## config.mk

```make
export PLATFORM = sky130hd
export DESIGN_NAME = dfsp_uart
export DESIGN_NICKNAME = d
export VERILOG_FILES = /design/src/logic/dfsp_uart.v
export VERILOG_INCLUDE_DIRS = /design/src /design/src/logic
export SDC_FILE = /design/constraint.sdc
export NUM_CORES = 2
export LEC_CHECK = 0
export ABC_AREA = 1
export BUFFER_PORTS_ARGS = -buffer_cell sky130_fd_sc_hd__buf_2
export CAP_MARGIN = 0
export CORE_ASPECT_RATIO = 1.4
export CORE_MARGIN = 4
export CORE_UTILIZATION = 68
export DETAILED_ROUTE_END_ITERATION = 8
export PLACE_DENSITY_LB_ADDON = 0.12
export SYNTH_ARGS = -nofsm -noshare
export SYNTH_HDL_FRONTEND = slang
export SYNTH_SLANG_ARGS = --single-unit
```

## constraint.sdc

```tcl
create_clock -name clk -period 9.3 [get_ports clk]
set_clock_uncertainty 0.2 [all_clocks]
set_input_delay 1.395 -clock clk [delete_from_list [all_inputs] [get_ports clk]]
set_output_delay 1.395 -clock clk [all_outputs]
set_load 0.1 [all_outputs]
```

## src/logic/dfsp_defs.vh

```
// constants of the deep fifo serial port
`ifndef DFSP_DEFS_VH
`define DFSP_DEFS_VH
// register byte offsets
`define DFSP_OFF_DATA      8'h00
`define DFSP_OFF_CTRL      8'h04
`define DFSP_OFF_RATE      8'h08
`define DFSP_OFF_STATUS    8'h0C
`define DFSP_OFF_RXTO      8'h10
`define DFSP_OFF_TXTO      8'h14
// control fields
`define DFSP_CTRL_ENABLE   0
`define DFSP_CTRL_REINIT   1
`define DFSP_CTRL_MODE     3:2
`define DFSP_CTRL_PARITY   5:4
`define DFSP_CTRL_DEPTH    7:6
`define DFSP_CTRL_TRIG     9:8
`define DFSP_CTRL_RXTOEN   10
`define DFSP_CTRL_TXTOEN   11
// status flags cleared by writing one
`define DFSP_STAT_W1C      9'h1F8
// line modes
`define DFSP_MODE_FULL     2'h0
`define DFSP_MODE_HALF     2'h1
`define DFSP_MODE_LOOP     2'h2
// parity settings
`define DFSP_PAR_NONE      2'h0
`define DFSP_PAR_ODD       2'h1
`define DFSP_PAR_EVEN      2'h2
// reset values
`define DFSP_RST_RATE      4'h4
`define DFSP_RST_DEPTH     2'h0
`define DFSP_RST_TRIG      2'h3
`define DFSP_RST_TO_MS     16'h03E8
`define DFSP_RATE_MAX      4'hC
// fifo
`define DFSP_FIFO_DEPTH    8'h80
`define DFSP_DEPTH_BASE    8'h10
// bit divisors at 100 MHz: 375000 347200 223200 153600 115200 76800 57600
// 38400 19200 9600 4800 2400 1200 bit/s
`define DFSP_DIV_0         17'h0010B
`define DFSP_DIV_1         17'h00120
`define DFSP_DIV_2         17'h001C0
`define DFSP_DIV_3         17'h0028B
`define DFSP_DIV_4         17'h00364
`define DFSP_DIV_5         17'h00516
`define DFSP_DIV_6         17'h006C8
`define DFSP_DIV_7         17'h00A2C
`define DFSP_DIV_8         17'h01458
`define DFSP_DIV_9         17'h028B1
`define DFSP_DIV_10        17'h05161
`define DFSP_DIV_11        17'h0A2C3
`define DFSP_DIV_12        17'h14585
// timing
`define DFSP_CLK_MHZ       100
`define DFSP_HOLD_NS       800
`define DFSP_HOLD_CYC      ((`DFSP_HOLD_NS * `DFSP_CLK_MHZ) / 1000)
`define DFSP_TICK_MS       10
`define DFSP_TICK_CYC      (`DFSP_TICK_MS * `DFSP_CLK_MHZ * 1000)
`endif

```

## src/logic/dfsp_uart.v

```verilog
// deep fifo serial port with apb registers
//
// Added by the designer: the APB register port and the address map.
`default_nettype none
`include "dfsp_defs.vh"
module dfsp_uart #(
	parameter        HAS_DIFF    = 1,
	parameter [23:0] TICK_CYCLES = `DFSP_TICK_CYC
) (
	// clock and reset
	input  wire        clk,
	input  wire        reset,
	// apb slave
	input  wire        psel,
	input  wire        penable,
	input  wire        pwrite,
	input  wire [7:0]  paddr,
	input  wire [31:0] pwdata,
	output reg  [31:0] prdata,
	output wire        pready,
	output reg         pslverr,
	// serial line
	input  wire        rxd,
	output reg         txd,
	output reg         txDriverEn
);
	localparam IDLE = 3'h0, START = 3'h1, DATA = 3'h2, PAR = 3'h3, STOP = 3'h4;
	localparam integer HOLD_FULL = `DFSP_HOLD_CYC;
	localparam [6:0]   HOLD      = HOLD_FULL[6:0];

	reg         enable;
	reg  [1:0]  mode;
	reg  [1:0]  parity;
	reg  [1:0]  depthSel;
	reg  [1:0]  trigSel;
	reg         rxToEn;
	reg         txToEn;
	reg  [3:0]  rateSel;
	reg  [15:0] rxToMs;
	reg  [15:0] txToMs;
	reg  [8:0]  flags;
	reg  [16:0] bitDiv;
	reg         rdValid;
	// fifos
	reg  [7:0]  txMem [0:127];
	reg  [7:0]  rxMem [0:127];
	reg  [6:0]  txWp;
	reg  [6:0]  txRp;
	reg  [6:0]  rxWp;
	reg  [6:0]  rxRp;
	reg  [7:0]  txCnt;
	reg  [7:0]  rxCnt;
	// transmitter
	reg  [2:0]  txState;
	reg  [16:0] txDivCnt;
	reg  [2:0]  txBit;
	reg  [7:0]  txShift;
	reg         txParBit;
	reg         txLine;
	reg         txDoneEvt;
	reg  [6:0]  holdCnt;
	// receiver
	reg         rxSync1;
	reg         rxSync2;
	reg  [2:0]  rxState;
	reg  [16:0] rxDivCnt;
	reg  [2:0]  rxBit;
	reg  [7:0]  rxShift;
	reg         rxParBad;
	reg         rxPush;
	reg         rxPerr;
	reg         rxFerr;
	reg         rxOerr;
	// timeouts
	reg  [23:0] tickCnt;
	reg  [15:0] rxToCnt;
	reg  [15:0] txToCnt;
	reg  [7:0]  trigLevel;

	wire [7:0]  depth   = `DFSP_DEPTH_BASE << depthSel;
	wire        setup   = psel & ~penable;
	wire        wrAcc   = psel & penable & pwrite;
	wire        rdAcc   = psel & penable & ~pwrite;
	wire        wrData  = wrAcc && paddr == `DFSP_OFF_DATA;
	wire        wrCtrl  = wrAcc && paddr == `DFSP_OFF_CTRL;
	wire        wrStat  = wrAcc && paddr == `DFSP_OFF_STATUS;
	wire        mapped  = paddr == `DFSP_OFF_DATA || paddr == `DFSP_OFF_CTRL ||
	                      paddr == `DFSP_OFF_RATE || paddr == `DFSP_OFF_STATUS ||
	                      paddr == `DFSP_OFF_RXTO || paddr == `DFSP_OFF_TXTO;
	wire [1:0]  effMode = (HAS_DIFF == 0 && mode == `DFSP_MODE_HALF) ?
	                      `DFSP_MODE_FULL : mode;
	wire        loop    = effMode == `DFSP_MODE_LOOP;
	wire        parOn   = parity == `DFSP_PAR_ODD || parity == `DFSP_PAR_EVEN;
	wire        rxIn    = loop ? txLine : rxSync2;
	wire        txPop   = txState == IDLE && enable && txCnt != 8'h00;
	wire        txPush  = wrData && txCnt != `DFSP_FIFO_DEPTH;
	wire        rxPop   = rdAcc && paddr == `DFSP_OFF_DATA && rdValid && rxCnt != 8'h00;
	wire        rxErr   = rxPerr | rxFerr | rxOerr;
	wire        rxTrig  = rxCnt >= trigLevel;
	wire        tick    = tickCnt == TICK_CYCLES - 24'h000001;
	wire [15:0] rxToTgt = rxToMs / 16'h000A;
	wire [15:0] txToTgt = txToMs / 16'h000A;
	wire        rxWait  = rxToEn && rxCnt == 8'h00 && rxState == IDLE;
	wire        txWait  = txToEn && (txCnt != 8'h00 || txState != IDLE);
	wire [8:0]  setFlags = {txWait && txToCnt >= txToTgt, rxWait && rxToCnt >= rxToTgt,
	                        rxOerr, rxFerr, rxPerr, txDoneEvt, 3'h0};

	assign pready = 1'b1;

	always @* begin
		case (rateSel)
		4'h0:    bitDiv = `DFSP_DIV_0;
		4'h1:    bitDiv = `DFSP_DIV_1;
		4'h2:    bitDiv = `DFSP_DIV_2;
		4'h3:    bitDiv = `DFSP_DIV_3;
		4'h4:    bitDiv = `DFSP_DIV_4;
		4'h5:    bitDiv = `DFSP_DIV_5;
		4'h6:    bitDiv = `DFSP_DIV_6;
		4'h7:    bitDiv = `DFSP_DIV_7;
		4'h8:    bitDiv = `DFSP_DIV_8;
		4'h9:    bitDiv = `DFSP_DIV_9;
		4'hA:    bitDiv = `DFSP_DIV_10;
		4'hB:    bitDiv = `DFSP_DIV_11;
		default: bitDiv = `DFSP_DIV_12;
		endcase
		case (trigSel)
		2'h0:    trigLevel = 8'h01;
		2'h1:    trigLevel = depth >> 2;
		2'h2:    trigLevel = depth >> 1;
		default: trigLevel = depth - 8'h02;
		endcase
	end

	// configuration registers
	always @(posedge clk) begin
		if (reset) begin
			enable   <= 1'b0;
			mode     <= `DFSP_MODE_FULL;
			parity   <= `DFSP_PAR_NONE;
			depthSel <= `DFSP_RST_DEPTH;
			trigSel  <= `DFSP_RST_TRIG;
			rxToEn   <= 1'b0;
			txToEn   <= 1'b0;
			rateSel  <= `DFSP_RST_RATE;
			rxToMs   <= `DFSP_RST_TO_MS;
			txToMs   <= `DFSP_RST_TO_MS;
		end else begin
			if (wrCtrl) begin
				enable   <= pwdata[`DFSP_CTRL_ENABLE];
				parity   <= pwdata[`DFSP_CTRL_PARITY];
				depthSel <= pwdata[`DFSP_CTRL_DEPTH];
				trigSel  <= pwdata[`DFSP_CTRL_TRIG];
				if (pwdata[`DFSP_CTRL_REINIT]) begin
					mode    <= `DFSP_MODE_FULL;
					rateSel <= `DFSP_RST_RATE;
					rxToEn  <= 1'b0;
					txToEn  <= 1'b0;
					rxToMs  <= `DFSP_RST_TO_MS;
					txToMs  <= `DFSP_RST_TO_MS;
				end else begin
					mode   <= pwdata[`DFSP_CTRL_MODE];
					rxToEn <= pwdata[`DFSP_CTRL_RXTOEN];
					txToEn <= pwdata[`DFSP_CTRL_TXTOEN];
				end
			end
			if (wrAcc && paddr == `DFSP_OFF_RATE && pwdata[3:0] <= `DFSP_RATE_MAX)
				rateSel <= pwdata[3:0];
			if (wrAcc && paddr == `DFSP_OFF_RXTO)
				rxToMs <= pwdata[15:0];
			if (wrAcc && paddr == `DFSP_OFF_TXTO)
				txToMs <= pwdata[15:0];
		end
	end

	// read data and error answer are fixed in the setup cycle
	always @(posedge clk) begin
		if (reset) begin
			prdata  <= 32'h00000000;
			pslverr <= 1'b0;
			rdValid <= 1'b0;
			flags   <= 9'h000;
		end else begin
			// a new event wins over a clear in the same cycle
			flags <= (flags & ~(wrStat ? (pwdata[8:0] & `DFSP_STAT_W1C) : 9'h000)) |
			         setFlags;
			if (setup) begin
				pslverr <= ~mapped;
				rdValid <= rxCnt != 8'h00;
				case (paddr)
				`DFSP_OFF_DATA:   prdata <= {24'h000000, rxCnt != 8'h00 ? rxMem[rxRp] : 8'h00};
				`DFSP_OFF_CTRL:   prdata <= {20'h00000, txToEn, rxToEn, trigSel, depthSel,
				                             parity, mode, 1'b0, enable};
				`DFSP_OFF_RATE:   prdata <= {28'h0000000, rateSel};
				`DFSP_OFF_STATUS: prdata <= {8'h00, rxCnt, 7'h00, flags[8:3],
				                             txCnt == `DFSP_FIFO_DEPTH, rxCnt == 8'h00, rxTrig};
				`DFSP_OFF_RXTO:   prdata <= {16'h0000, rxToMs};
				`DFSP_OFF_TXTO:   prdata <= {16'h0000, txToMs};
				default:          prdata <= 32'h00000000;
				endcase
			end
		end
	end

	// fifos
	always @(posedge clk) begin
		if (txPush)
			txMem[txWp] <= pwdata[7:0];
		if (rxPush)
			rxMem[rxWp] <= rxShift;
	end

	always @(posedge clk) begin
		if (reset) begin
			txWp  <= 7'h00;
			txRp  <= 7'h00;
			txCnt <= 8'h00;
			rxWp  <= 7'h00;
			rxRp  <= 7'h00;
			rxCnt <= 8'h00;
		end else begin
			if (txPush)
				txWp <= txWp + 7'h01;
			if (txPop)
				txRp <= txRp + 7'h01;
			txCnt <= txCnt + {7'h00, txPush} - {7'h00, txPop};
			if (rxErr) begin
				rxWp  <= 7'h00;
				rxRp  <= 7'h00;
				rxCnt <= 8'h00;
			end else begin
				if (rxPush)
					rxWp <= rxWp + 7'h01;
				if (rxPop)
					rxRp <= rxRp + 7'h01;
				rxCnt <= rxCnt + {7'h00, rxPush} - {7'h00, rxPop};
			end
		end
	end

	// transmitter, free running with no handshake from the far end
	always @(posedge clk) begin
		if (reset) begin
			txState   <= IDLE;
			txDivCnt  <= 17'h00000;
			txBit     <= 3'h0;
			txShift   <= 8'h00;
			txParBit  <= 1'b0;
			txLine    <= 1'b1;
			txDoneEvt <= 1'b0;
		end else begin
			txDoneEvt <= 1'b0;
			if (txState != IDLE)
				txDivCnt <= (txDivCnt == 17'h00000) ? bitDiv - 17'h00001 : txDivCnt - 17'h00001;
			case (txState)
			IDLE: if (txPop) begin
				txShift  <= txMem[txRp];
				txParBit <= (parity == `DFSP_PAR_ODD) ? ~^txMem[txRp] : ^txMem[txRp];
				txLine   <= 1'b0;
				txDivCnt <= bitDiv - 17'h00001;
				txState  <= START;
			end
			START: if (txDivCnt == 17'h00000) begin
				txLine  <= txShift[0];
				txShift <= {1'b0, txShift[7:1]};
				txBit   <= 3'h0;
				txState <= DATA;
			end
			DATA: if (txDivCnt == 17'h00000) begin
				if (txBit == 3'h7) begin
					txLine  <= parOn ? txParBit : 1'b1;
					txState <= parOn ? PAR : STOP;
				end else begin
					txLine  <= txShift[0];
					txShift <= {1'b0, txShift[7:1]};
					txBit   <= txBit + 3'h1;
				end
			end
			PAR: if (txDivCnt == 17'h00000) begin
				txLine  <= 1'b1;
				txState <= STOP;
			end
			STOP: if (txDivCnt == 17'h00000) begin
				txState   <= IDLE;
				txDoneEvt <= txCnt == 8'h00;
			end
			default: txState <= IDLE;
			endcase
		end
	end

	// line driver control
	always @(posedge clk) begin
		if (reset) begin
			txd        <= 1'b1;
			txDriverEn <= 1'b0;
			holdCnt    <= 7'h00;
		end else begin
			txd <= (enable && !loop) ? txLine : 1'b1;
			if (txPop || txState != IDLE)
				holdCnt <= HOLD;
			else if (holdCnt != 7'h00)
				holdCnt <= holdCnt - 7'h01;
			if (!enable || loop)
				txDriverEn <= 1'b0;
			else if (effMode == `DFSP_MODE_HALF)
				txDriverEn <= txPop || txState != IDLE || holdCnt > 7'h01;
			else
				txDriverEn <= 1'b1;
		end
	end

	// receiver
	always @(posedge clk) begin
		if (reset) begin
			rxSync1  <= 1'b1;
			rxSync2  <= 1'b1;
			rxState  <= IDLE;
			rxDivCnt <= 17'h00000;
			rxBit    <= 3'h0;
			rxShift  <= 8'h00;
			rxParBad <= 1'b0;
			rxPush   <= 1'b0;
			rxPerr   <= 1'b0;
			rxFerr   <= 1'b0;
			rxOerr   <= 1'b0;
		end else begin
			rxSync1 <= rxd;
			rxSync2 <= rxSync1;
			rxPush  <= 1'b0;
			rxPerr  <= 1'b0;
			rxFerr  <= 1'b0;
			rxOerr  <= 1'b0;
			if (rxState != IDLE)
				rxDivCnt <= (rxDivCnt == 17'h00000) ? bitDiv - 17'h00001 : rxDivCnt - 17'h00001;
			case (rxState)
			IDLE: if (enable && !rxIn) begin
				rxDivCnt <= bitDiv >> 1;
				rxParBad <= 1'b0;
				rxState  <= START;
			end
			START: if (rxDivCnt == 17'h00000) begin
				rxBit   <= 3'h0;
				rxState <= rxIn ? IDLE : DATA;
			end
			DATA: if (rxDivCnt == 17'h00000) begin
				rxShift <= {rxIn, rxShift[7:1]};
				rxBit   <= rxBit + 3'h1;
				if (rxBit == 3'h7)
					rxState <= parOn ? PAR : STOP;
			end
			PAR: if (rxDivCnt == 17'h00000) begin
				rxParBad <= rxIn != ((parity == `DFSP_PAR_ODD) ? ~^rxShift : ^rxShift);
				rxState  <= STOP;
			end
			STOP: if (rxDivCnt == 17'h00000) begin
				rxState <= IDLE;
				rxPerr  <= rxParBad;
				rxFerr  <= ~rxIn;
				rxOerr  <= rxCnt == `DFSP_FIFO_DEPTH;
				rxPush  <= ~rxParBad && rxIn && rxCnt != `DFSP_FIFO_DEPTH;
			end
			default: rxState <= IDLE;
			endcase
		end
	end

	// timeouts count whole 10 ms ticks
	always @(posedge clk) begin
		if (reset) begin
			tickCnt <= 24'h000000;
			rxToCnt <= 16'h0000;
			txToCnt <= 16'h0000;
		end else begin
			tickCnt <= tick ? 24'h000000 : tickCnt + 24'h000001;
			if (!rxWait)
				rxToCnt <= 16'h0000;
			else if (tick && rxToCnt < rxToTgt)
				rxToCnt <= rxToCnt + 16'h0001;
			if (!txWait)
				txToCnt <= 16'h0000;
			else if (tick && txToCnt < txToTgt)
				txToCnt <= txToCnt + 16'h0001;
		end
	end
endmodule // dfsp_uart
`default_nettype wire

```

# --- Word level (Yosys, flattened, before mapping) ---
# Memories as Yosys holds them, arrays and structs flattened. A register that Yosys moved wholly into a read port is not among the register bits.
# Index checks and enable logic that the tools add are counted.
word_totals:
  register_bits: 271
  mem_bits_rw: 2048
  romBits: 272
  input_bits: 46
  output_inout_bits: 36
  n_memories: 3
mem_list:
  columns: ["memory", "words", "word_bits", "read_ports", "rd_ports_with_merged_regs", "write_ports", "line_no", "text"]
  rows:
  - ["rxMem", 128, 8, 1, 1, 1, "dfsp_uart.v:46", "reg [7:0] rxMem [0:127];"]
  - ["txMem", 128, 8, 1, 1, 1, "dfsp_uart.v:45", "reg [7:0] txMem [0:127];"]
  - ["(name not given)", 16, 17, 1, 1, 0, "dfsp_uart.v:111", "case (rateSel)"]
op_classes:
  n_addsub: 18
  div: 2
  order_cmp: 7
  n_eq_ne: 40
  shift: 1
  muxes: 74
  n_bitwise: 21
  reduce_logical: 87
ops:
  columns: ["op", "n"]
  rows:
  - ["case mux 24 bit (6 select lines)", 1]
  - ["2-to-1 mux 17 bit", 8]
  - ["2-to-1 mux 16 bit", 4]
  - ["subtractor 17 x 1 -> 17 bit (second input constant)", 3]
  - ["2-to-1 mux 3 bit", 16]
  - ["case mux 8 bit (3 select lines)", 2]
  - ["2-to-1 mux 7 bit", 6]
  - ["2-to-1 mux 8 bit", 5]
  - ["zero test 17 bit", 2]
  - ["adder 16 x 1 -> 16 bit (second input constant)", 2]
  - ["divider 16 x 4 -> 16 bit (second input constant)", 2]
  - ["greater-or-equal comparator 16 bit", 2]
  - ["less-than comparator 16 bit", 2]
  - ["case mux 3 bit (5 select lines)", 2]
  - ["adder 7 x 1 -> 7 bit (second input constant)", 4]
  - ["adder 24 x 1 -> 24 bit (second input constant)", 1]
  - ["== test 24 x 20 -> 1 bit (second input constant)", 1]
  - ["logical AND 1 bit", 24]
  - ["zero test 8 bit", 3]
  - ["!= test 2 bit (second input constant)", 12]
  - ["2-to-1 mux 4 bit", 5]
  - ["nonzero test 2 bit", 10]
  - ["2-to-1 mux 1 bit", 18]
  - ["adder 8 x 1 -> 8 bit", 2]
  - ["48 further kinds", 113]

# --- Logic depth before layout (Yosys ltp) ---
logic_depth:
  depth_word: 8
  depth_mapped: 74
  depth_no_buf: 74

# --- Worst setup path before layout ---
# No wires, ideal clock.
synth_path:
  kind: "register to register"
  startpoint: "register txToMs[15]"
  endpoint: "register txToCnt[11]"
  setup_time_ns: 0.071
  t_arrival_ns: 5.825
  slack_ns: 3.205
  path_stages_with_launch: 65
  path_buffers: 0
  period_less_slack_ns: 6.095
  path_cell_list: "dfxtp_1 > inv_1 > nand2_1 > nand3_1 > nand2_2 > nand3_1 > nand3_4 > nand2_4 > nand2_4 > nand2_1 > nand2_2 > nand2_2 > nand2_4 > nand2_1 > nand2_1 > inv_2 > nand2_2 > nand2_2 > [... 29 more ...] > inv_1 > ha_1 > inv_1 > o21bai_1 > a221oi_1 > o221ai_1 > nand2_1 > nand2_1 > inv_1 > nand2_1 > inv_1 > nand2_1 > nor2_1 > inv_1 > nor3_1 > nand2_1 > or2_2 > a21oi_1"
synth_via:
  elab_chain_len: 3
synth_lines:
  columns: ["item", "line_no", "text"]
  rows:
  - ["from (decl)", "dfsp_uart.v:40", "reg [15:0] txToMs;"]
  - ["from (signal assigned)", "dfsp_uart.v:146", "txToMs <= `DFSP_RST_TO_MS;"]
  - ["from (signal assigned)", "dfsp_uart.v:159", "txToMs <= `DFSP_RST_TO_MS;"]
  - ["from (signal assigned)", "dfsp_uart.v:171", "txToMs <= pwdata[15:0];"]
  - ["divider 16 x 4 -> 16 bit", "dfsp_uart.v:102", "wire [15:0] txToTgt = txToMs / 16'h000A;"]
  - ["less-than comparator 16 bit", "dfsp_uart.v:381", "else if (tick && txToCnt < txToTgt)"]
  - ["logical AND 1 bit", "dfsp_uart.v:381", null]
  - ["to (signal assigned)", "dfsp_uart.v:382", "txToCnt <= txToCnt + 16'h0001;"]
  - ["to (decl)", "dfsp_uart.v:77", "reg [15:0] txToCnt;"]
# Every way passes these cells.
# A chain may end at the register's enable or synchronous reset.

# --- Worst setup path in the final report ---
# Same ends and word-level chain as after synthesis.

==> run_results.csv <==
group,metric,value,unit
pwr,p_per_area,205,nW/µm²
sta,finalSetupTns,0,ps
critical_path,cpPeakStageDelay,430,ps
grt,grt-ovfl-total,0,
pwr,pwr-share-clk,39.2,%
pwr,combPwrFrac,6.7,%
clock_tree,clk_pin_slew,60,ps
critical_path,criticalPathCategory,"flop to flop",
detailed_routing,wl_met1,90400,µm
logic_synthesis,synth_xor_area_share,0.541,%
pwr,leakagePower,34.6,nW
layout,nets,8522,
logic_synthesis,yosysSeqAreaShare,69.3,%
grt,grt_pass1_wl,377000,µm
logic_synthesis,synth_compound_area_share,14.1,%
placed_design,pre_cts_ws,2230,ps
layout,fin_util,74.6,%
die,die_area,149000,µm²
critical_path,critical_path.max_fanout,6,
logic_synthesis,synth_fa_ha_area_share,1.10,%
layout,stdcell_count,10500,
logic_synthesis,ys_async_sr_fraction,0,%
detailed_routing,drtAntennaViolNets,0,
sta,setup_ws,2220,ps
sta,period_needed,7080,ps
clock_tree,numCtsBuffers,201,
placed_design,dp.cells,10100,
die,rows,163,
logic_synthesis,synth_cell_types,55,
critical_path,end_kind,"flop",
logic_synthesis,syn-cell-area,97200,µm²
sta,timing.final.crit_share,76.2,%
placed_design,port_buffers,56,
clock_tree,clk_latency,840,ps
sta,whs,228,ps
logic_synthesis,synth_edf_count,2048,
detailed_routing,top_layer,"met4",
detailed_routing,first_pass_iters,7,
clock_tree,htree_levels,4,
pwr,vdd.ir_drop.worst,0.255,mV
detailed_routing,drc,0,
clock_tree,cts-root-buf,"clkbuf_16",
logic_synthesis,syn_area_per_cell,11.4,µm²
clock_tree,cts_hold_buffers,0,
critical_path,cp.required,9880,ps
logic_synthesis,synth_top_family_by_area,"compound AO/OA/AOI/OAI gates",
logic_synthesis,synth_cells,8541,
logic_synthesis,synth.area.mux_share,0,%
pwr,swShare,22.5,%
grt,grt_max_degree,200,
critical_path,reg2reg_depth,61,
clock_tree,cts_resized,0,
placed_design,dp_hpwl,149000,µm
run_status,status,"complete, no violations",
layout,syn_to_final_growth,8.60,%
detailed_routing,totalWireLength,251000,µm
clock_tree,post_cts_buffers,0,
pwr,internal_power,16.8,mW
logic_synthesis,ys_ff_latch,2339,
logic_synthesis,yosys.area_share.simple,11.4,%
die,die_x,328,µm
sta,setup_viol,0,
die,core_area,142000,µm²
detailed_routing,via_per_inst,6.49,
placed_design,place_congestion,0.902,
clock_tree,clock-sinks,2339,
logic_synthesis,synth-main-ff-cell,"edfxtp_1",
logic_synthesis,synth_top_area_share,63.3,%
clock_tree,clk_path_buf_depth,3,
min_path,holdPathStages,2,
sta,fmax,141,MHz
detailed_routing,wl_per_cell,24.0,µm
grt,track_usage,33.0,%
sta,finalHoldViolCount,0,
pwr,power_frac_seq,54.1,%
detailed_routing,via_count,67800,
logic_synthesis,yosysTopAreaCell,"edfxtp_1",
grt,grt_pass1_vias,64600,
logic_synthesis,yosys_warnings,0,
sta,relSlewSlack,11.0,%
sta,worstMarginPinSlew,1330,ps
pwr,p_sw,4.87,mW
die,die_y,455,µm
die,start_util,68.7,%
min_path,hp-class,"flop to flop",
clock_tree,cts_tree,"yes",
detailed_routing,met2WireLength,123000,µm
logic_synthesis,synthTopCellsByArea,"edfxtp_1, o21ai_0, nor2_1",
critical_path,cp_slowest_cell,"dfxtp_1",
critical_path,cp-start-kind,"flop",
critical_path,cp_data_arrival_time,7660,ps
detailed_routing,wl_met3,20800,µm
die,io-pin-count,82,
grt,antenna_found_initial,2,
sta,drv_slew,0,
layout,drive_above_1_share,7.27,%
detailed_routing,drt_iter0_markers,8406,
sta,rsz0062_at_grt,"no",
flow_run,max_cap_violations,0,
area by class of cell:
| cell class | instances | area (µm²) |
|---|---|---|
| well taps | 1897 | 2370 |
| fillers | 9260 | 36000 |
| clock inverters | 114 | 1260 |
| flip-flops and latches | 2339 | 67400 |
| multi-input cells | 5279 | 26400 |
| diodes | 2 | 5.00 |
| inverters | 413 | 1580 |
| clock buffers | 255 | 5360 |
| repair buffers | 158 | 1180 |
final timing paths:
path / from / endpoint / slack (ps)
worst min-delay path: rxToCnt[14] / rxToCnt[14] / 230
worst max register to register: txToMs[15] / txToCnt[11] / 2220
worst max-delay path: txToMs[15] / txToCnt[11] / 2220
worst min register to register: rxToCnt[14] / rxToCnt[14] / 230
power by group through the flow:
stage	clock network, mW	logic, mW	registers [mW]
global route	8.95	1.60	11.7
CTS	8.52	1.43	11.7
global placement	0	1.38	11.9
floorplan	0	0.939	11.9
detailed placement	0	1.41	11.9
finish	8.47	1.45	11.7
cell usage after synthesis, types with 21 or more instances:
library cell and count:
nor2_1 1799, a21oi_1 205, dfxtp_1 291, nor3_1 62
nand4_1 25, nand3_1 177, nand2_4 21, a31oi_1 24
o221ai_1 108, nand2_2 50, o22ai_1 570, nand2_1 502
clkbuf_1 498, o21ai_0 1378, edfxtp_1 2048, inv_2 31
xor2_1 41, ha_1 82, o311ai_0 21, o211ai_1 26
inv_1 369
registers in the layout (all words and copies together), names as in the netlist, 16 cells and up, named ones only:
name,count
rxMem,1024
txMem,1024
prdata,24
tickCnt,24
bitDiv,17
rxDivCnt,17
txDivCnt,17
rxToCnt,16
rxToMs,16
txToCnt,16
txToMs,16
layer usage:
layer / global-route usage (%) / vias to the layer above
met5: 0 / -
met3: 4.77 / 734
li1: - / 30600
met1: 41.6 / 32900
met4: 18.5 / 0
met2: 55.8 / 3553
critical path, delay by kind of cell (launching register included):
kind	cells	cell delay, ps
flip-flops	1	430
AO/OA/AOI/OAI	5	790
AND/OR/NAND/NOR	45	4580
adder cells (fa/ha/maj)	1	280
buffers and inverters	10	760
placed cells by master (no fill, tap or decap), types with 25 or more instances in the layout:
| cell | instances |
|---|---|
| a21oi_1 | 205 |
| buf_2 | 47 |
| buf_4 | 101 |
| bufinv_16 | 25 |
| clkbuf_1 | 44 |
| clkbuf_16 | 203 |
| clkinv_1 | 41 |
| clkinv_2 | 40 |
| dfxtp_1 | 275 |
| edfxtp_1 | 2048 |
| ha_1 | 82 |
| inv_1 | 364 |
| inv_2 | 31 |
| nand2_1 | 498 |
| nand2_2 | 54 |
| nand3_1 | 173 |
| nand4_1 | 25 |
| nor2_1 | 1798 |
| nor3_1 | 61 |
| o211ai_1 | 26 |
| o21ai_0 | 1378 |
| o221ai_1 | 108 |
| o22ai_1 | 570 |
| xor2_1 | 41 |
stage by stage:
step | total power, mW | cell area, µm²
2_1_floorplan | 12.9 | 97200
3_3_place_gp | 13.3 | 98900
3_5_place_dp | 13.3 | 98900
4_1_cts | 21.6 | 106000
5_1_grt | 22.3 | 106000
6_report | 21.6 | 106000
logic make-up after synthesis:
| group | after synthesis |
|---|---|
| XOR/XNOR | 60 |
| adder cells (fa/ha/maj) | 84 |
| flip-flops | 2339 |
| AND/OR/NAND/NOR | 2700 |
| other | 2 |
| buffers and inverters | 931 |
| AO/OA/AOI/OAI | 2425 |
(Power assumes the default switching activity.)
